## src/include/pcs_defines.vh

```
// Constants for the panel control sequencer
// What this block does
// - Three function buttons pick dc volts, ac volts or resistance; function sets units.
// - Autorange latched picks range itself; released, range follows manual range button.
// - Reduced variant in resistance: lowest range request selects next higher range; a remote command still selects the lowest range.
// - Extension button raises resistance range by exactly one decade.
// - Remote latched accepts remote commands; released returns to local panel control.
// - After display-select, scale buttons pick scale length and paired time; fewer on reduced.
// - Continuous mode starts readings back to back, updating display each reading.
// - Single-shot mode takes exactly one reading per request and holds it.
// - Filter selection lengthens the integration time of each reading.
// - Without processing board, program button presses are ignored.
// - Panel inhibit command blocks every panel button except power, including local.
// - Under local control a rebalance cycle starts periodically from the internal clock.
// - Under local control a range change, manual or automatic, starts rebalance.
// - Under local control a function change starts rebalance.
// - Under local control selecting a longer integration time starts rebalance.
// - Minus segment lights only when the measured quantity is negative.
// - Invalid bars light while result invalid, go off once a valid result shows.
// - Whole display flashes as invalid indication, normally on range overload.
// - Decimal point position follows the current range.
// - Lamps of selected function and active states light steadily.
// - Remote lamp lights under remote control, only when the interface is fitted.
// - Display-select lamp flashes after press, goes off once a scale length is chosen.
// - Power-up defaults to the five-nines scale length.
// - Leading zeros blanked except the zero directly left of the decimal point.
`ifndef PCS_DEFINES_VH
`define PCS_DEFINES_VH
`define PCS_CLK_HZ 100000000
`define PCS_BAL_PERIOD_S 10
`define PCS_FLASH_PERIOD_MS 250
`define PCS_FN_VDC 2'd0
`define PCS_FN_VAC 2'd1
`define PCS_FN_OHM 2'd2
`define PCS_RNG_MIN 3'd0
`define PCS_RNG_MAX 3'd5
`define PCS_SCL_3 2'd0
`define PCS_SCL_5 2'd2
`define PCS_SCL_6 2'd3
`define PCS_ADR_CTRL 4'h0
`define PCS_ADR_STAT 4'h1
`define PCS_ADR_RESULT 4'h2
`define PCS_ADR_REMOTE 4'h3
`define PCS_CTRL_FULL_LEN 0
`define PCS_CTRL_PROG_FIT 1
`define PCS_CTRL_IFACE_FIT 2
`define PCS_CTRL_INHIBIT 3
`define PCS_CTRL_RESET 4'h5
`endif

```

## src/hdl/pcs_blank.v

```verilog
// Leading zero blanking for the BCD display digits
`include "pcs_defines.vh"
module pcs_blank #(
	parameter DIGITS = 7
) (
	// Digits, most significant first in high bits
	input wire [4*DIGITS-1:0] digits,
	input wire [2:0] dp_pos,
	// Per-digit blank mask
	output wire [DIGITS-1:0] blank
);
	wire [DIGITS:0] lead;
	assign lead[DIGITS] = 1'b1;
	genvar i;
	generate
		for (i = DIGITS - 1; i >= 0; i = i - 1) begin : g_dig
			// The digit left of the point always shows
			assign lead[i] = lead[i+1] && (digits[4*i+3:4*i] == 4'h0) && (i > dp_pos);
			assign blank[i] = lead[i];
		end
	endgenerate
endmodule // pcs_blank

```

## src/hdl/pcs_panel.v

```verilog
// Front panel control, calibration balance scheduling and indicators
//
// Local design decisions: the placing of the registers and the Avalon-MM slave port.
`include "pcs_defines.vh"
module pcs_panel #(
	parameter DIGITS = 7,
	parameter BAL_CYCLES = `PCS_BAL_PERIOD_S * `PCS_CLK_HZ,
	parameter FLASH_CYCLES = (`PCS_FLASH_PERIOD_MS * (`PCS_CLK_HZ / 1000))
) (
	// Clock and reset
	input wire clk,
	input wire rst_n,
	// Panel buttons, raw pins
	input wire [2:0] btn_func,
	input wire btn_auto,
	input wire [5:0] btn_range,
	input wire btn_ext,
	input wire btn_remote,
	input wire btn_display,
	input wire [3:0] btn_scale,
	input wire btn_track,
	input wire btn_sample,
	input wire btn_filter,
	input wire btn_program,
	// Inhibit command from the interface unit, pin
	input wire panel_input_inhibit,
	// Measurement engine
	input wire meas_done,
	input wire meas_negative,
	input wire meas_overload,
	input wire meas_range_up,
	input wire meas_range_down,
	input wire [4*DIGITS-1:0] meas_digits,
	input wire bal_done,
	output reg meas_start,
	output reg bal_start,
	output reg [1:0] func,
	output reg [2:0] range,
	output reg range_ext,
	output reg [1:0] scale,
	output reg filter_on,
	output reg prog_on,
	// Display
	output reg minus_seg,
	output reg invalid_bars,
	output reg display_flash_off,
	output reg [2:0] dp_pos,
	output reg [4*DIGITS-1:0] disp_digits,
	output wire [DIGITS-1:0] disp_blank,
	// Lamps
	output reg [2:0] lamp_func,
	output reg [5:0] lamp_range,
	output reg lamp_auto,
	output reg lamp_ext,
	output reg lamp_remote,
	output reg lamp_display,
	output reg lamp_track,
	output reg lamp_filter,
	output reg lamp_program,
	// Avalon-MM slave
	input wire [3:0] avs_address,
	input wire avs_read,
	input wire avs_write,
	input wire [31:0] avs_writedata,
	output reg [31:0] avs_readdata,
	output wire avs_waitrequest
);
	localparam ST_IDLE = 3'b001;
	localparam ST_MEAS = 3'b010;
	localparam ST_BAL = 3'b100;

	// Pin synchronisers, 2 flops each
	localparam NB = 22;
	wire [NB-1:0] pins = {panel_input_inhibit, btn_program, btn_filter, btn_sample, btn_track, btn_scale,
		btn_display, btn_remote, btn_ext, btn_range, btn_auto, btn_func};
	reg [NB-1:0] s1_reg;
	reg [NB-1:0] s2_reg;
	reg [NB-1:0] s3_reg;
	wire [NB-1:0] press = s2_reg & ~s3_reg;
	always @(posedge clk) begin
		if (!rst_n) begin
			s1_reg <= {NB{1'b0}};
			s2_reg <= {NB{1'b0}};
			s3_reg <= {NB{1'b0}};
		end else begin
			s1_reg <= pins;
			s2_reg <= s1_reg;
			s3_reg <= s2_reg;
		end
	end
	wire inhibit = s2_reg[21];
	wire [2:0] p_func = press[2:0];
	wire p_auto = press[3];
	wire [5:0] p_range = press[9:4];
	wire p_ext = press[10];
	wire p_remote = press[11];
	wire p_display = press[12];
	wire [3:0] p_scale = press[16:13];
	wire p_track = press[17];
	wire p_sample = press[18];
	wire p_filter = press[19];
	wire p_program = press[20];
	wire p_any = |press[20:0];

	// Software control
	reg [3:0] ctrl_reg;
	reg [31:0] rcmd_reg;
	reg rcmd_stb_reg;
	wire full_len = ctrl_reg[`PCS_CTRL_FULL_LEN];
	wire prog_fit = ctrl_reg[`PCS_CTRL_PROG_FIT];
	wire iface_fit = ctrl_reg[`PCS_CTRL_IFACE_FIT];
	reg remote_reg;
	wire local_ok = !inhibit && !remote_reg && !ctrl_reg[`PCS_CTRL_INHIBIT];
	wire panel_ok = !inhibit && !ctrl_reg[`PCS_CTRL_INHIBIT];

	reg auto_reg;
	reg track_reg;
	reg sel_pending_reg;
	reg sample_req_reg;
	reg [2:0] state_reg;
	reg [31:0] bal_cnt_reg;
	reg bal_req_reg;
	reg [31:0] flash_cnt_reg;
	reg flash_ph_reg;
	reg [2:0] man_rng;
	reg minus_seg_ovl;
	integer k;

	// Manual range from one-hot group, lowest absent on reduced ohms
	always @* begin
		man_rng = range;
		for (k = 0; k < 6; k = k + 1) begin
			if (p_range[k])
				man_rng = k[2:0];
		end
		if (!full_len && func == `PCS_FN_OHM && man_rng == `PCS_RNG_MIN)
			man_rng = 3'd1;
	end

	// Remote command word: [1:0] func, [4:2] range, [5] auto, [7:6] scale, [8] filter, [9] track, [10] sample
	wire [2:0] r_rng = rcmd_reg[4:2];
	wire rem_cmd = rcmd_stb_reg && remote_reg;

	reg [1:0] func_n;
	reg [2:0] range_n;
	reg [1:0] scale_n;
	reg filter_n;
	always @* begin
		func_n = func;
		range_n = range;
		scale_n = scale;
		filter_n = filter_on;
		if (local_ok) begin
			if (p_func[0])
				func_n = `PCS_FN_VDC;
			else if (p_func[1])
				func_n = `PCS_FN_VAC;
			else if (p_func[2])
				func_n = `PCS_FN_OHM;
			if (!auto_reg && |p_range)
				range_n = man_rng;
			if (sel_pending_reg) begin
				if (p_scale[0] || p_scale[1])
					scale_n = p_scale[0] ? `PCS_SCL_3 : 2'd1;
				else if (p_scale[2])
					scale_n = `PCS_SCL_5;
				else if (p_scale[3] && full_len)
					scale_n = `PCS_SCL_6;
			end
			if (p_filter)
				filter_n = !filter_on;
		end else if (rem_cmd) begin
			func_n = rcmd_reg[1:0];
			range_n = (r_rng > `PCS_RNG_MAX) ? `PCS_RNG_MAX : r_rng;
			scale_n = (!full_len && rcmd_reg[7:6] == `PCS_SCL_6) ? `PCS_SCL_5 : rcmd_reg[7:6];
			filter_n = rcmd_reg[8];
		end
		// Autorange step overrides any range chosen this cycle
		if (auto_reg && state_reg == ST_MEAS && meas_done) begin
			if (meas_range_up && range < `PCS_RNG_MAX)
				range_n = range + 3'd1;
			else if (meas_range_down && range > `PCS_RNG_MIN &&
				!(!full_len && func == `PCS_FN_OHM && range == 3'd1))
				range_n = range - 3'd1;
		end
	end

	// Rebalance triggers; longer time means larger scale or filter turned on
	wire longer = (scale_n > scale) || (filter_n && !filter_on);
	wire trig = !remote_reg && ((range_n != range) || (func_n != func) || longer);

	always @(posedge clk) begin
		if (!rst_n) begin
			func <= `PCS_FN_VDC;
			range <= `PCS_RNG_MAX;
			range_ext <= 1'b0;
			scale <= `PCS_SCL_5;
			filter_on <= 1'b0;
			prog_on <= 1'b0;
			auto_reg <= 1'b1;
			track_reg <= 1'b1;
			remote_reg <= 1'b0;
			sel_pending_reg <= 1'b0;
			sample_req_reg <= 1'b0;
		end else begin
			func <= func_n;
			range <= range_n;
			scale <= scale_n;
			filter_on <= filter_n;
			// Clear first, so a request landing in the launch cycle wins
			if (state_reg == ST_IDLE && !track_reg && sample_req_reg && !bal_req_reg && !trig)
				sample_req_reg <= 1'b0;
			if (local_ok) begin
				if (p_auto)
					auto_reg <= !auto_reg;
				if (p_ext && func == `PCS_FN_OHM)
					range_ext <= !range_ext;
				if (p_display)
					sel_pending_reg <= 1'b1;
				else if (sel_pending_reg && |p_scale)
					sel_pending_reg <= 1'b0;
				if (p_track)
					track_reg <= 1'b1;
				else if (p_sample) begin
					track_reg <= 1'b0;
					sample_req_reg <= 1'b1;
				end
				if (p_program && prog_fit)
					prog_on <= !prog_on;
			end else if (rem_cmd) begin
				auto_reg <= rcmd_reg[5];
				track_reg <= rcmd_reg[9];
				if (rcmd_reg[10])
					sample_req_reg <= 1'b1;
			end
			if (func_n != `PCS_FN_OHM)
				range_ext <= 1'b0;
			if (panel_ok && p_remote && iface_fit)
				remote_reg <= !remote_reg;
			if (!iface_fit)
				remote_reg <= 1'b0;
		end
	end

	// Periodic balance timer and pending request
	wire bal_tick = (bal_cnt_reg == BAL_CYCLES - 1);
	always @(posedge clk) begin
		if (!rst_n) begin
			bal_cnt_reg <= 32'h0;
			bal_req_reg <= 1'b0;
		end else begin
			bal_cnt_reg <= (bal_tick || remote_reg) ? 32'h0 : bal_cnt_reg + 32'h1;
			if ((bal_tick && !remote_reg) || trig)
				bal_req_reg <= 1'b1;
			else if (state_reg == ST_IDLE)
				bal_req_reg <= 1'b0;
		end
	end

	// Sequencer: balance has priority over the next reading
	always @(posedge clk) begin
		if (!rst_n) begin
			state_reg <= ST_IDLE;
			meas_start <= 1'b0;
			bal_start <= 1'b0;
		end else begin
			meas_start <= 1'b0;
			bal_start <= 1'b0;
			case (state_reg)
				ST_IDLE: begin
					if (bal_req_reg || trig) begin
						bal_start <= 1'b1;
						state_reg <= ST_BAL;
					end else if (track_reg || sample_req_reg) begin
						meas_start <= 1'b1;
						state_reg <= ST_MEAS;
					end
				end
				ST_MEAS: begin
					if (meas_done)
						state_reg <= ST_IDLE;
				end
				ST_BAL: begin
					if (bal_done)
						state_reg <= ST_IDLE;
				end
				default: state_reg <= ST_IDLE;
			endcase
		end
	end

	// Display update on each completed reading; bars also set on a rebalance trigger unless a reading completes in that cycle, point follows range
	always @(posedge clk) begin
		if (!rst_n) begin
			minus_seg <= 1'b0;
			invalid_bars <= 1'b1;
			disp_digits <= {4*DIGITS{1'b0}};
			dp_pos <= 3'd0;
		end else begin
			if (state_reg == ST_MEAS && meas_done) begin
				minus_seg <= meas_negative;
				invalid_bars <= meas_overload;
				disp_digits <= meas_digits;
			end else if (trig)
				invalid_bars <= 1'b1;
			dp_pos <= range + {2'b00, range_ext};
		end
	end

	// Flash timebase
	always @(posedge clk) begin
		if (!rst_n) begin
			flash_cnt_reg <= 32'h0;
			flash_ph_reg <= 1'b0;
		end else if (flash_cnt_reg == FLASH_CYCLES - 1) begin
			flash_cnt_reg <= 32'h0;
			flash_ph_reg <= !flash_ph_reg;
		end else
			flash_cnt_reg <= flash_cnt_reg + 32'h1;
	end

	// Lamps and overload flash
	always @(posedge clk) begin
		if (!rst_n) begin
			lamp_func <= 3'b000;
			lamp_range <= 6'h00;
			lamp_auto <= 1'b0;
			lamp_ext <= 1'b0;
			lamp_remote <= 1'b0;
			lamp_display <= 1'b0;
			lamp_track <= 1'b0;
			lamp_filter <= 1'b0;
			lamp_program <= 1'b0;
			display_flash_off <= 1'b0;
		end else begin
			lamp_func <= 3'b001 << func;
			lamp_range <= 6'h01 << range;
			lamp_auto <= auto_reg;
			lamp_ext <= range_ext;
			lamp_remote <= remote_reg;
			lamp_display <= sel_pending_reg && flash_ph_reg;
			lamp_track <= track_reg;
			lamp_filter <= filter_on;
			lamp_program <= prog_on;
			display_flash_off <= invalid_bars && minus_seg_ovl && flash_ph_reg;
		end
	end
	always @(posedge clk) begin
		if (!rst_n)
			minus_seg_ovl <= 1'b0;
		else if (state_reg == ST_MEAS && meas_done)
			minus_seg_ovl <= meas_overload;
	end

	pcs_blank #(
		.DIGITS(DIGITS)
	) u_blank (
		.digits(disp_digits),
		.dp_pos(dp_pos),
		.blank(disp_blank)
	);

	// Avalon slave: writes take no wait, reads one wait so read data comes from a register
	reg rd_ack_reg;
	reg [31:0] rd_mux;
	assign avs_waitrequest = avs_read && !rd_ack_reg;
	always @(posedge clk) begin
		if (!rst_n) begin
			ctrl_reg <= `PCS_CTRL_RESET;
			rcmd_reg <= 32'h0;
			rcmd_stb_reg <= 1'b0;
			rd_ack_reg <= 1'b0;
			avs_readdata <= 32'h0;
		end else begin
			rcmd_stb_reg <= 1'b0;
			rd_ack_reg <= avs_read && !rd_ack_reg;
			if (avs_read && !rd_ack_reg)
				avs_readdata <= rd_mux;
			if (avs_write && avs_address == `PCS_ADR_CTRL)
				ctrl_reg <= avs_writedata[3:0];
			if (avs_write && avs_address == `PCS_ADR_REMOTE) begin
				rcmd_reg <= avs_writedata;
				rcmd_stb_reg <= 1'b1;
			end
		end
	end
	always @* begin
		case (avs_address)
			`PCS_ADR_CTRL: rd_mux = {28'h0, ctrl_reg};
			`PCS_ADR_STAT: rd_mux = {13'h0, state_reg, sel_pending_reg, remote_reg, track_reg, auto_reg,
				prog_on, filter_on, range_ext, scale, range, func, inhibit, p_any};
			`PCS_ADR_RESULT: rd_mux = {invalid_bars, minus_seg, 2'h0, disp_digits};
			`PCS_ADR_REMOTE: rd_mux = rcmd_reg;
			default: rd_mux = 32'h0;
		endcase
	end
endmodule // pcs_panel

```

## config.mk

```make
export PLATFORM = sky130hd
export DESIGN_NAME = pcs_panel
export DESIGN_NICKNAME = d
export VERILOG_FILES = /design/src/hdl/pcs_blank.v /design/src/hdl/pcs_panel.v
export VERILOG_INCLUDE_DIRS = /design/src /design/src/include
export SDC_FILE = /design/constraint.sdc
export NUM_CORES = 1
export LEC_CHECK = 0
export BUFFER_PORTS_ARGS = -buffer_cell sky130_fd_sc_hd__buf_4
export CAP_MARGIN = 20
export CELL_PAD_IN_SITES_DETAIL_PLACEMENT = 0
export CELL_PAD_IN_SITES_GLOBAL_PLACEMENT = 1
export CORE_MARGIN = 2
export CORE_UTILIZATION = 38
export CTS_CLUSTER_DIAMETER = 50
export DETAILED_ROUTE_END_ITERATION = 8
export GPL_TIMING_DRIVEN = 0
export PLACE_DENSITY = 0.81
export SLEW_MARGIN = 30
export SYNTH_ARGS = -nofsm -noshare
export SYNTH_HDL_FRONTEND = slang
export SYNTH_SLANG_ARGS = --single-unit
```

## constraint.sdc

```tcl
create_clock -name clk -period 6 [get_ports clk]
set_input_delay 0.6 -clock clk [delete_from_list [all_inputs] [get_ports clk]]
set_output_delay 0.6 -clock clk [all_outputs]
set_load 0.02 [all_outputs]
```

=== Word level (Yosys, flattened, before mapping) ===
Index checks and enable logic that the tools add are counted.

* Word-level logic and storage cells: 233
* Input port bits: 96
* Flip-flop bits (word level): 272
* Output and inout bits: 102

* $add $sub $neg: 5
* Shifts and indexed selects: 2
* Eq/ne operators: 19
* Mux-type cells: 58
* Reductions and logical operators: 94
* Magnitude comparators: 10
* Bitwise gates (word level): 4

{| class="wikitable"
|+ Operators by type and width
! cell !! number
|-
| $pmux 32 s4 || 1
|-
| $add 32x1->32 const B || 2
|-
| $mux 3 || 18
|-
| $logic_and 1x1->1 || 45
|-
| $eq 32x25->1 const B || 1
|-
| $eq 32x30->1 const B || 1
|-
| $logic_not 4->1 || 7
|-
| $mux 1 || 26
|-
| $mux 2 || 12
|-
| $and 21x21->21 || 1
|-
| $not 21->21 || 1
|-
| $reduce_or 21->1 || 1
|-
| $logic_not 1->1 || 14
|-
| $reduce_and 2->1 || 7
|-
| $gt 3x3->1 const A || 3
|-
| $pmux 3 s3 || 1
|-
| $eq 4x2->1 const B || 2
|-
| $logic_or 1x1->1 || 8
|-
| $ne 2x2->1 const B || 4
|-
| $reduce_bool 2->1 || 4
|-
| $eq 3x1->1 const B || 2
|-
| $gt 2x3->1 const A || 2
|-
| $reduce_or 2->1 || 3
|-
| $reduce_or 6->1 || 1
|-
| 23 further kinds || 25
|}

=== Longest topological paths before layout ===
Gate-level depths: netlist (run 1).

* Depth in word-level cells: 26
* Mapped depth: 14
* Gate-level depth less buffers: 14

=== Cells and area by module ===
Synthesis (run 1) repeated with hierarchy kept, for this count alone.

* Cell total of the unflattened synthesis: 1272
* Area total of the unflattened synthesis: 10970.5 um2

{| class="wikitable"
|+ By module, submodules not included
! module !! cells each !! area an instance (um2) !! instances !! seq. area each (um2)
|-
| pcs_panel || 1251 || 10811.6 || 1 || 5445.2
|-
| pcs_blank || 21 || 158.9 || 1 || 0.0
|}

=== Worst setup path after synthesis (run 1) ===
OpenSTA, ideal clock, no wires.

* Path type: register to output
* Start point: reg disp_digits[27]
* End point: out disp_blank[1]
* Cell stages (with the launch flop): 8
* Buffers on the path: 0
* Data arrival time: 3015 ps
* Required time: 5400 ps
* Slack: 2385 ps
* Path through: dfxtp_1 -> or4_1 -> a21oi_1 -> nand3_1 -> nor3_1 -> and3_1 -> and3_1 -> and3_1

* Word-level cells in the longest chain between the ends: 12

{| class="wikitable"
|+ RTL lines
! element !! line !! source
|-
| start: declaration || pcs_panel.v:48 || <nowiki>output reg [4*DIGITS-1:0] disp_digits,</nowiki>
|-
| start signal: assignment || pcs_panel.v:297 || <nowiki>disp_digits <= {4*DIGITS{1'b0}};</nowiki>
|-
| start signal: assignment || pcs_panel.v:303 || <nowiki>disp_digits <= meas_digits;</nowiki>
|-
| $logic_not 4->1 || pcs_blank.v:18 || <nowiki>assign lead[i] = lead[i+1] && (digits[4*i+3:4*i] == 4'h0) && (i > dp_pos);</nowiki>
|-
| $logic_and 1x1->1 || pcs_blank.v:18 ||
|-
| named net disp_blank[6] || pcs_panel.v:49 || <nowiki>output wire [DIGITS-1:0] disp_blank,</nowiki>
|-
| $logic_and 1x1->1 (4 in a row) || pcs_blank.v:18 ||
|-
| named net disp_blank[4] || pcs_panel.v:49 ||
|-
| $logic_and 1x1->1 (2 in a row) || pcs_blank.v:18 ||
|-
| named net disp_blank[3] || pcs_panel.v:49 ||
|-
| $logic_and 1x1->1 (2 in a row) || pcs_blank.v:18 ||
|-
| named net disp_blank[2] || pcs_panel.v:49 ||
|-
| $logic_and 1x1->1 (2 in a row) || pcs_blank.v:18 ||
|-
| end: declaration || pcs_panel.v:49 ||
|}

The timed path passes the listed nets, and every way through them passes these cells.

=== Worst setup path in the final report (run 1) ===
* Start point: reg remote_reg
* End point: reg meas_start

* Elaborated cells between the ends (all ways): 25
* Those cells by class: order compare (1); eq/ne (2); mux (11); reduce/logical (11)

{| class="wikitable"
|+ RTL lines
! element !! line !! source
|-
| start: declaration || pcs_panel.v:112 || <nowiki>reg remote_reg;</nowiki>
|-
| start signal: assignment || pcs_panel.v:239 || <nowiki>remote_reg <= !remote_reg;</nowiki>
|-
| $logic_not 1->1 || pcs_panel.v:113 || <nowiki>wire local_ok = !inhibit && !remote_reg && !ctrl_reg[`PCS_CTRL_INHIBIT];</nowiki>
|-
| $logic_and 1x1->1 (2 in a row) || pcs_panel.v:113 ||
|-
| $mux 2 (*) || pcs_panel.v:153 || <nowiki>if (local_ok) begin</nowiki>
|-
| named net scale_n[1] || pcs_panel.v:146 || <nowiki>reg [1:0] scale_n;</nowiki>
|-
| $gt 2x2->1 (*) || pcs_panel.v:189 || <nowiki>wire longer = (scale_n > scale) || (filter_n && !filter_on);</nowiki>
|-
| $logic_or 1x1->1 (*) || pcs_panel.v:189 ||
|-
| $logic_or 1x1->1 (*) || pcs_panel.v:190 || <nowiki>wire trig = !remote_reg && ((range_n != range) || (func_n != func) || longer);</nowiki>
|-
| $logic_and 1x1->1 (*) || pcs_panel.v:190 ||
|-
| $logic_or 1x1->1 (*) || pcs_panel.v:271 || <nowiki>if (bal_req_reg || trig) begin</nowiki>
|-
| $reduce_or 3->1 (no source line) (*) || n/a ||
|-
| end signal: assignment || pcs_panel.v:264 || <nowiki>meas_start <= 1'b0;</nowiki>
|-
| end signal: assignment || pcs_panel.v:267 || <nowiki>meas_start <= 1'b0;</nowiki>
|-
| end signal: assignment || pcs_panel.v:275 || <nowiki>meas_start <= 1'b1;</nowiki>
|-
| end: declaration || pcs_panel.v:35 || <nowiki>output reg meas_start,</nowiki>
|}

The timed path passes the listed nets; every way through them passes the cells marked *.
A chain may end at the register's enable or synchronous reset.

==> results of run 1 <==
-- cell type report --
class,count,area share [%]
well taps,384,3.38
flip-flops and latches,272,38.3
plain buffers,70,1.93
repair buffers,195,10.3
clock buffers,48,7.36
inverters,20,0.528
clock inverters,16,1.75
multi-input cells,897,36.5
-- worst min-delay path by stage --
stage / slack [ns] / start / cells past startpoint / endpoint
after floorplan: 0.41 / s1_reg[0] / 1 / s2_reg[0]
after global placement: 0.41 / s1_reg[19] / 1 / s2_reg[19]
after detailed placement: 0.42 / s1_reg[21] / 1 / s2_reg[21]
after CTS: 0.27 / btn_remote / 2 / s1_reg[11]
after global routing: 0.28 / btn_remote / 2 / s1_reg[11]
final: 0.29 / btn_remote / 2 / s1_reg[11]
-- cells by family after synthesis --
family | Yosys count
compound gates | 197
xor+xnor | 66
fa+ha+maj | 10
buf+inv | 90
flops | 272
mux | 25
other cells | 1
simple gates | 598
-- worst max-delay path: cells and delay by family, from the launching register on --
family	cells	cell delay, ns
AO/OA/AOI/OAI	5	1.09
flip-flops	1	0.32
AND/OR/NAND/NOR	4	1.26
adder cells (fa/ha/maj)	1	0.32
buffers and inverters	2	0.71
-- per-layer routing --
metal / vias to the layer above / track usage, %
met5: - / 0
met4: 0 / 8.02
met3: 60 / 3.61
met2: 352 / 33.7
met1: 4505 / 28.3
li1: 4761 / -
-- power by group through the flow --
| stage | clock network, µW | logic (µW) | registers [µW] |
|---|---|---|---|
| floorplan | 0 | 250 | 1970 |
| global placement | 0 | 462 | 1970 |
| detailed placement | 0 | 465 | 1970 |
| CTS | 2310 | 466 | 1930 |
| global route | 2380 | 509 | 1940 |
| finish | 2260 | 468 | 1930 |
-- cells in the mapped netlist (all sizes together) (5+ instances only) --
library cell,n
inv,20
a21oi,97
nand2,183
xor2,43
nand3,28
a211oi,5
and2,82
nor2b,19
nor2,151
nand4,21
mux2,15
nor3,30
and3,15
a221oi,12
buf,8
clkbuf,62
a22oi,19
nor3b,7
xnor2,23
and4,12
o21ai,28
dfxtp,272
ha,10
nand2b,13
nor4,14
mux2i,7
-- per-stage QoR --
step,hold WS [ns],area [µm²]
detailed placement,0.418,12900
CTS,0.272,14200
finish,0.288,14200
floorplan,0.412,11000
global route,0.277,14200
global placement,0.415,12900
==> results.ini, run 1 <==
[drt]
met2_length_mm = 14.5
met1_length_mm = 14.6
dr.pass1.iters = 5
final_antenna_net_count = 0
route.met3.wl_mm = 2.29
via_per_inst = 5.09
totalWireLength_mm = 32.4
wire_per_inst_um = 17.1
drt-initial-drc-count = 692
drc = 0
highest_layer = met4
vias = 9678

[place]
gp_congestion = 0.884
place_hpwl_mm = 24.4
pre_cts_slack_ns = 2.33
io_buffers = 195
placed_cells = 1838

[worst_setup_path]
slowest_delay_ns = 0.71
endpoint = meas_start
crit_start = remote_reg
critPathCaptureType = register
critPathArrivalTime_ns = 4.21
path_max_fanout = 10
r2r_end = meas_start
r2r_start = remote_reg
path_cells = clkbuf_1, nor3_1, clkbuf_1, o21ai_0, ha_1, nor2b_1, a2bb2oi_1, a211oi_1, o2111a_1, nand4_1, o21ai_2, and4b_1
critPathRequiredTime_ns = 6.45
cp_common_cell = clkbuf_1
reg2reg_setup_slack_ns = 2.24
crit_type = reg -> reg
slowest_stage = nor3_1
startpoint_type = register
reg2reg_depth = 12

[synth]
ys_warn_count = 0
synth_top_family_by_area = simple AND/OR/NAND/NOR gates
ys_seq_area_share_pct = 49.6
avgSynthCellArea_um2 = 8.72
yosysTopAreaCell = dfxtp_1
synthAdderAreaFrac_pct = 1.14
synth_area_leaders = dfxtp_1, nand2_1, nor2_1, and2_1, a21oi_1
syn_nets = 1365
synth_compound_area_share_pct = 11.4
synth-seq-cells = 272
synth-simple-area-share_pct = 26.6
syn_inst = 1259
synthMuxAreaShare_pct = 2.83
async_flop_share_pct = 0
synth-main-ff-cell = dfxtp_1
synth_top_area_share_pct = 49.6
netlist_area_um2 = 11000
ys_types = 67
synth_xor_area_share_pct = 5.26
synth_enable_flop_cells = 0

[layout]
seqCellArea_um2 = 5450
utilization_pct = 49.8
diodes = 0
stdcell_count = 1902
layout_commonest_cell = dfxtp_1
post_route_cells_drive_above_1_share_pct = 19.1
multi_input_area_um2 = 5190
nets = 1598
nFillCells = 2810
final_cell_mix = dfxtp_1, buf_4, nand2_1
syn_to_final_growth_pct = 29.6

[floorplanning]
start_util_pct = 38.5
io_pins = 198
fp-row-count = 62
die_y_um = 174
core_um2 = 28500
die-area_um2 = 30300
dieWidth_um = 174

[power_and_ir_drop]
p_comb_share_pct = 10.0
p_leak_uw = 0.00567
pwr-share-clk_pct = 48.6
power.total_uw = 4660
switching_power_uw = 1140
power-per-cell-area_nw_per_um2 = 328
p_int_uw = 3520
seq_power_share_pct = 41.4
switching_share_pct = 24.5
ir_worst_vdd_uv = 247

[timing]
rsz0062_at_grt = false
min_period_ns = 3.76
fin_tns_setup_ns = 0
drv_slew = 0
fmax_mhz = 266
setup_violations = 0
period_share_pct = 62.7
setup_ws_ns = 2.24
final_hold_viol_count = 0
finClkSkew_ns = 0.0223
worstMarginPinSlew_ns = 0.829
slew_headroom_pct = 43.3

[clock_tree]
cts_buffers = 36
cts_tree = built
post-cts-setup-buffers = 0
htree_num_levels = 2
clkTransAtPathRegs_ns = 0.06
hold_buffers = 0
cts.repair.resized = 0
clockBufferDepth = 3
insertion_delay_ns = 0.52
clock-sinks = 272
cts-root-buf = clkbuf_16

[grt]
overflow = 0
antenna_found_initial = 0
grt_pass1_wl_mm = 50.6
gr-usage-all-layers_pct = 21.0
grt_pass1_vias = 9234
grt_max_degree = 15

[hold_path]
hp-class = in -> reg

[job]
cap_violations = 0

[status]
status = complete, no violations

(Power assumes the default switching activity.)
==> inputs of run 2 (changes only) <==
PLACE_DENSITY = 0.84   (was 0.81)
clock period = 3.2 ns   (was 6 ns; I/O delays follow)
==> run 2 against run 1 <==
Compared with the run above: sequential power rose by 88%; combinational power up 90%; maximum frequency grew 23%; largest cell class unchanged; via count decreased by 0.62%; critical endpoint unchanged.
==> results.ini, run 2 (synthesis gave the netlist of run 1 again) <==
[clock_tree]
cts_tree = built  ; unchanged
clkTransAtPathRegs_ns = 0.06  ; about the same
insertion_delay_ns = 0.51  ; was 0.52 ns
htree_num_levels = 2  ; unchanged
cts-root-buf = clkbuf_16  ; unchanged
cts_buffers = 34  ; was 36
clock-sinks = 272  ; unchanged
clockBufferDepth = 3  ; unchanged

[grt]
grt_max_degree = 14  ; was 15
grt_pass1_wl_mm = 50.3  ; was 50.6 mm
grt_pass1_vias = 9101  ; was 9234
antenna_found_initial = 1  ; was 0
overflow = 0  ; unchanged
gr-usage-all-layers_pct = 20.8  ; was 21.0%

[power_and_ir_drop]
p_int_uw = 6270  ; was 3520 µW
power.total_uw = 8370  ; was 4660 µW
p_comb_share_pct = 10.6  ; was 10.0%
pwr-share-clk_pct = 46.1  ; was 48.6%
switching_power_uw = 2100  ; was 1140 µW
p_leak_uw = 0.00563  ; was 0.00567 µW
ir_worst_vdd_uv = 371  ; was 247 µV
power-per-cell-area_nw_per_um2 = 593  ; was 328 nW/µm²
seq_power_share_pct = 43.2  ; was 41.4%
switching_share_pct = 25.0  ; was 24.5%

[timing]
slew_headroom_pct = 41.3  ; was 43.3%
fin_tns_setup_ns = 0  ; unchanged
final_hold_viol_count = 0  ; unchanged
period_share_pct = 95.8  ; was 62.7%
min_period_ns = 3.07  ; was 3.76 ns
setup_violations = 0  ; unchanged
finClkSkew_ns = 0.0212  ; was 0.0223 ns
worstMarginPinSlew_ns = 0.872  ; was 0.829 ns
rsz0062_at_grt = false  ; unchanged
fmax_mhz = 326  ; was 266 MHz
drv_slew = 0  ; unchanged

[layout]
nFillCells = 2789  ; was 2810
nets = 1598  ; unchanged
syn_to_final_growth_pct = 28.5  ; was 29.6%
final_cell_area_um2 = 14100  ; was 14200 µm²
stdcell_count = 1898  ; was 1902
post_route_cells_drive_above_1_share_pct = 19.2  ; was 19.1%
final_cell_mix = dfxtp_1, buf_4, nand2_1  ; unchanged
layout_commonest_cell = dfxtp_1  ; unchanged

[worst_setup_path]
startpoint_type = register  ; unchanged
critPathCaptureType = register  ; unchanged
cp_top_family = simple AND/OR/NAND/NOR gates  ; unchanged
critPathArrivalTime_ns = 3.51  ; was 4.21 ns
slowest_delay_ns = 0.55  ; was 0.71 ns
cp_common_cell = inv_1  ; was clkbuf_1
path_buf_inv = 4  ; was 2
path_max_fanout = 10  ; unchanged
critPathRequiredTime_ns = 3.64  ; was 6.45 ns
slowest_stage = or4_4  ; was nor3_1
crit_type = reg -> reg  ; unchanged
path_cells = clkbuf_1, clkbuf_2, inv_1, ha_1, inv_1, o311ai_4, nor3_1, a2111oi_2, or4_4, o21ai_2, and4b_1  ; was clkbuf_1, nor3_1, clkbuf_1, o21ai_0, ha_1, nor2b_1, a2bb2oi_1, a211oi_1, o2111a_1, nand4_1, o21ai_2, and4b_1

[floorplanning]
core_um2 = 28500  ; unchanged
dieWidth_um = 174  ; unchanged
die-area_um2 = 30300  ; unchanged
fp-row-count = 62  ; unchanged
start_util_pct = 38.5  ; unchanged
io_pins = 198  ; unchanged
die_y_um = 174  ; unchanged

[status]
status = complete, no violations  ; unchanged

[hold_path]
hp-class = in -> reg  ; unchanged

[place]
gp_congestion = 0.883  ; was 0.884
placed_cells = 1838  ; unchanged
io_buffers = 195  ; unchanged
placed_area_um2 = 12900  ; about the same
place_hpwl_mm = 24.1  ; was 24.4 mm

[drt]
drc = 0  ; unchanged
wire_per_inst_um = 17.0  ; was 17.1 µm
dr.pass1.iters = 6  ; was 5
final_antenna_net_count = 0  ; unchanged
met1_length_mm = 14.4  ; was 14.6 mm
highest_layer = met4  ; unchanged
met2_length_mm = 14.9  ; was 14.5 mm
drt-initial-drc-count = 823  ; was 692
totalWireLength_mm = 32.2  ; was 32.4 mm
via_per_inst = 5.07  ; was 5.09
route.met3.wl_mm = 2.27  ; was 2.29 mm
vias = 9618  ; was 9678

[job]
cap_violations = 0  ; unchanged

run 2: layer usage:
metal / track usage, % / vias up
met5: 0 / -
met4: 6.34 / 0
met3: 4.33 / 45
met2: 33.8 / 333
met1: 28.0 / 4482
li1: - / 4758
run 2: final timing paths:
| path | startpoint | to | slack (ns) | depth (start not counted) |
|---|---|---|---|---|
| worst min register to register | s1_reg[20] | s2_reg[20] | 0.42 | 1 |
| worst max-delay path | range[2] | meas_start | 0.13 | 11 |
| worst max register to register | range[2] | meas_start | 0.13 | 11 |
| worst min-delay path | btn_auto | s1_reg[3] | 0.02 | 2 |
run 2: what timing repair did:
item                       CTS  global route
gates resized for setup      5             6
setup endpoints to repair    8             7
pin swaps                    0             2
setup buffers                0             2
hold buffers                 0             0
cloned                       0             0
run 2: layout make-up:
cell class | instances | area [µm²] | area share (%)
Tap cell | 384 | 480 | 3.41
Multi-Input combinational cell | 897 | 5210 | 36.9
Clock inverter | 15 | 218 | 1.54
Timing Repair Buffer | 197 | 1480 | 10.5
Sequential cell | 272 | 5450 | 38.6
Buffer | 70 | 280 | 1.99
Inverter | 20 | 75.1 | 0.532
Clock buffer | 42 | 922 | 6.54
Antenna cell | 1 | 2.50 | 0.0177
run 2: metrics by stage:
stage          setup WS (ns)  hold slack, ns  utilization (%)
2_1_floorplan         0.0605           0.412                -
3_3_place_gp          -0.412           0.416             45.3
3_5_place_dp          -0.382           0.419             45.3
4_1_cts               0.0506         0.00545             49.3
5_1_grt               0.0122          0.0162             49.4
6_report               0.134          0.0226             49.4
run 2: power groups by stage:
| stage | logic (µW) | clock network, µW | registers, µW |
|---|---|---|---|
| finish | 887 | 3860 | 3620 |
| global route | 971 | 4070 | 3630 |
| CTS | 878 | 3930 | 3620 |
| detailed placement | 873 | 0 | 3690 |
| global placement | 868 | 0 | 3690 |
| floorplan | 470 | 0 | 3700 |
==> inputs of run 3 (changes only) <==
CELL_PAD_IN_SITES_DETAIL_PLACEMENT = 1   (was 0)
==> run 3 against run 2 <==
Compared with the run above: maximum frequency fell by 0.94%; non-clock buffer count up 21; final cell count rose by 0.84%; critical path type unchanged; largest cell class unchanged; largest power group is now registers.
==> results.ini, run 3 (synthesis gave the netlist of run 1 again) <==
[layout]
final_cell_mix = dfxtp_1, buf_4, nand2_1  ; unchanged
layout_commonest_cell = dfxtp_1  ; unchanged
post_route_cells_drive_above_1_share_pct = 18.7  ; was 19.2%
utilization_pct = 49.7  ; was 49.4%
syn_to_final_growth_pct = 29.1  ; was 28.5%
stdcell_count = 1914  ; was 1898
nets = 1616  ; was 1598

[power_and_ir_drop]
p_leak_uw = 0.00564  ; was 0.00563 µW
ir_worst_vdd_uv = 348  ; was 371 µV
power-per-cell-area_nw_per_um2 = 565  ; was 593 nW/µm²

[grt]
gr-usage-all-layers_pct = 23.7  ; was 20.8%
grt_max_degree = 15  ; was 14
overflow = 0  ; unchanged
grt_pass1_vias = 10400  ; was 9101
grt_pass1_wl_mm = 57.4  ; was 50.3 mm
antenna_found_initial = 3  ; was 1

[floorplanning]
start_util_pct = 38.5  ; unchanged
io_pins = 198  ; unchanged
dieWidth_um = 174  ; unchanged
core_um2 = 28500  ; unchanged
die-area_um2 = 30300  ; unchanged
fp-row-count = 62  ; unchanged
die_y_um = 174  ; unchanged

[timing]
drv_slew = 0  ; unchanged
final_hold_viol_count = 0  ; unchanged
setup_ws_ns = 0.105  ; was 0.134 ns
worstMarginPinSlew_ns = 0.874  ; was 0.872 ns
finClkSkew_ns = 0.0135  ; was 0.0212 ns
period_share_pct = 96.7  ; was 95.8%
min_period_ns = 3.10  ; was 3.07 ns
fmax_mhz = 323  ; was 326 MHz
fin_tns_setup_ns = 0  ; unchanged
slew_headroom_pct = 41.2  ; was 41.3%
setup_violations = 0  ; unchanged

[place]
io_buffers = 195  ; unchanged
gp_congestion = 0.883  ; unchanged
place_hpwl_mm = 27.4  ; was 24.1 mm
placed_cells = 1838  ; unchanged
pre_cts_slack_ns = -0.467  ; was -0.382 ns

[clock_tree]
clock-sinks = 272  ; unchanged
insertion_delay_ns = 0.56  ; was 0.51 ns
cts_buffers = 31  ; was 34
htree_num_levels = 1  ; was 2
clockBufferDepth = 3  ; unchanged
cts-root-buf = clkbuf_16  ; unchanged
cts_tree = built  ; unchanged
clkTransAtPathRegs_ns = 0.06  ; about the same

[drt]
drt-initial-drc-count = 681  ; was 823
vias = 10200  ; was 9618
dr.pass1.iters = 5  ; was 6
final_antenna_net_count = 0  ; unchanged
totalWireLength_mm = 36.9  ; was 32.2 mm
wire_per_inst_um = 19.3  ; was 17.0 µm
drc = 0  ; unchanged
via_per_inst = 5.32  ; was 5.07

[worst_setup_path]
startpoint_type = register  ; unchanged
critPathArrivalTime_ns = 3.50  ; was 3.51 ns
crit_type = reg -> reg  ; unchanged
critPathCaptureType = register  ; unchanged
path_max_fanout = 10  ; unchanged
critPathRequiredTime_ns = 3.60  ; was 3.64 ns

[status]
status = complete, no violations  ; unchanged

[job]
cap_violations = 0  ; unchanged

[hold_path]
hp-class = in -> reg  ; unchanged

## run 3: cell count changes in the layout (fill, tap and decap cells not counted), sizes merged
cell,before,now
clkinv,5,3
inv,25,21
clkinvlp,1,3
buf,205,206
dlygate4sd3,0,21
bufinv,4,2
## run 3: final timing paths
check,slack (ns),cells past startpoint,startpoint,to
worst max-delay path,0.10,11,s2_reg[21],bal_start
worst min register to register,0.43,1,s1_reg[7],s2_reg[7]
worst min-delay path,0.007,3,avs_writedata[21],rcmd_reg[21]
worst max register to register,0.10,11,s2_reg[21],bal_start
## run 3: where the power goes
| group | internal, µW | total [µW] | leakage [µW] | switching, µW |
|---|---|---|---|---|
| Combinational | 398 | 956 | 0.00296 | 557 |
| Clock | 2030 | 3440 | 0.000468 | 1410 |
| Sequential | 3500 | 3630 | 0.00221 | 122 |
## run 3: metrics by stage
step | hold slack (ns) | cell area (µm²) | power [µW]
3_3_place_gp | 0.416 | 12900 | 4560
6_report | 0.00688 | 14200 | 8020
3_5_place_dp | 0.421 | 12900 | 4590
2_1_floorplan | 0.412 | 11000 | 4170
5_1_grt | 0.00543 | 14200 | 8300
4_1_cts | 0.00156 | 14100 | 8040
## run 3: routing by layer
metal / share of wire [%] / up-vias / global-route usage (%) / wire, µm
met4: 3.9 / 2 / 8.82 / 1430
met5: 0.033 / - / 0.321 / 12
met1: 41 / 4939 / 29.0 / 15000
met2: 49 / 355 / 41.4 / 18100
met3: 6.4 / 94 / 4.53 / 2370
li1: - / 4790 / - / -
## run 3: critical path, cell delays in order (launching register included)
cell	delay, ns
dfxtp_1	0.50
or3_1	0.16
clkbuf_1	0.23
clkbuf_1	0.40
o21ai_1	0.18
ha_1	0.30
a2bb2oi_1	0.07
a211oi_1	0.19
o2111a_1	0.29
nand4_1	0.23
o21ai_4	0.29
a211oi_1	0.11
## run 3: timing repair
| action | 4_1_cts | 5_1_grt |
|---|---|---|
| pin swaps | 0 | 2 |
| hold buffers | 21 | 0 |
| setup buffers | 0 | 2 |
| hold endpoints to repair | 21 | 0 |
| resized for setup | 5 | 14 |
| endpoints found under the setup margin | 8 | 8 |
## run 3: area by class of cell
type	instances	area, µm²
multi-input cells	897	5230
clock buffers	43	861
repair buffers	218	1690
clock inverters	9	118
inverters	20	75.1
fillers	3373	14400
diodes	1	2.50
well taps	384	480
flip-flops and latches	272	5450
plain buffers	70	282
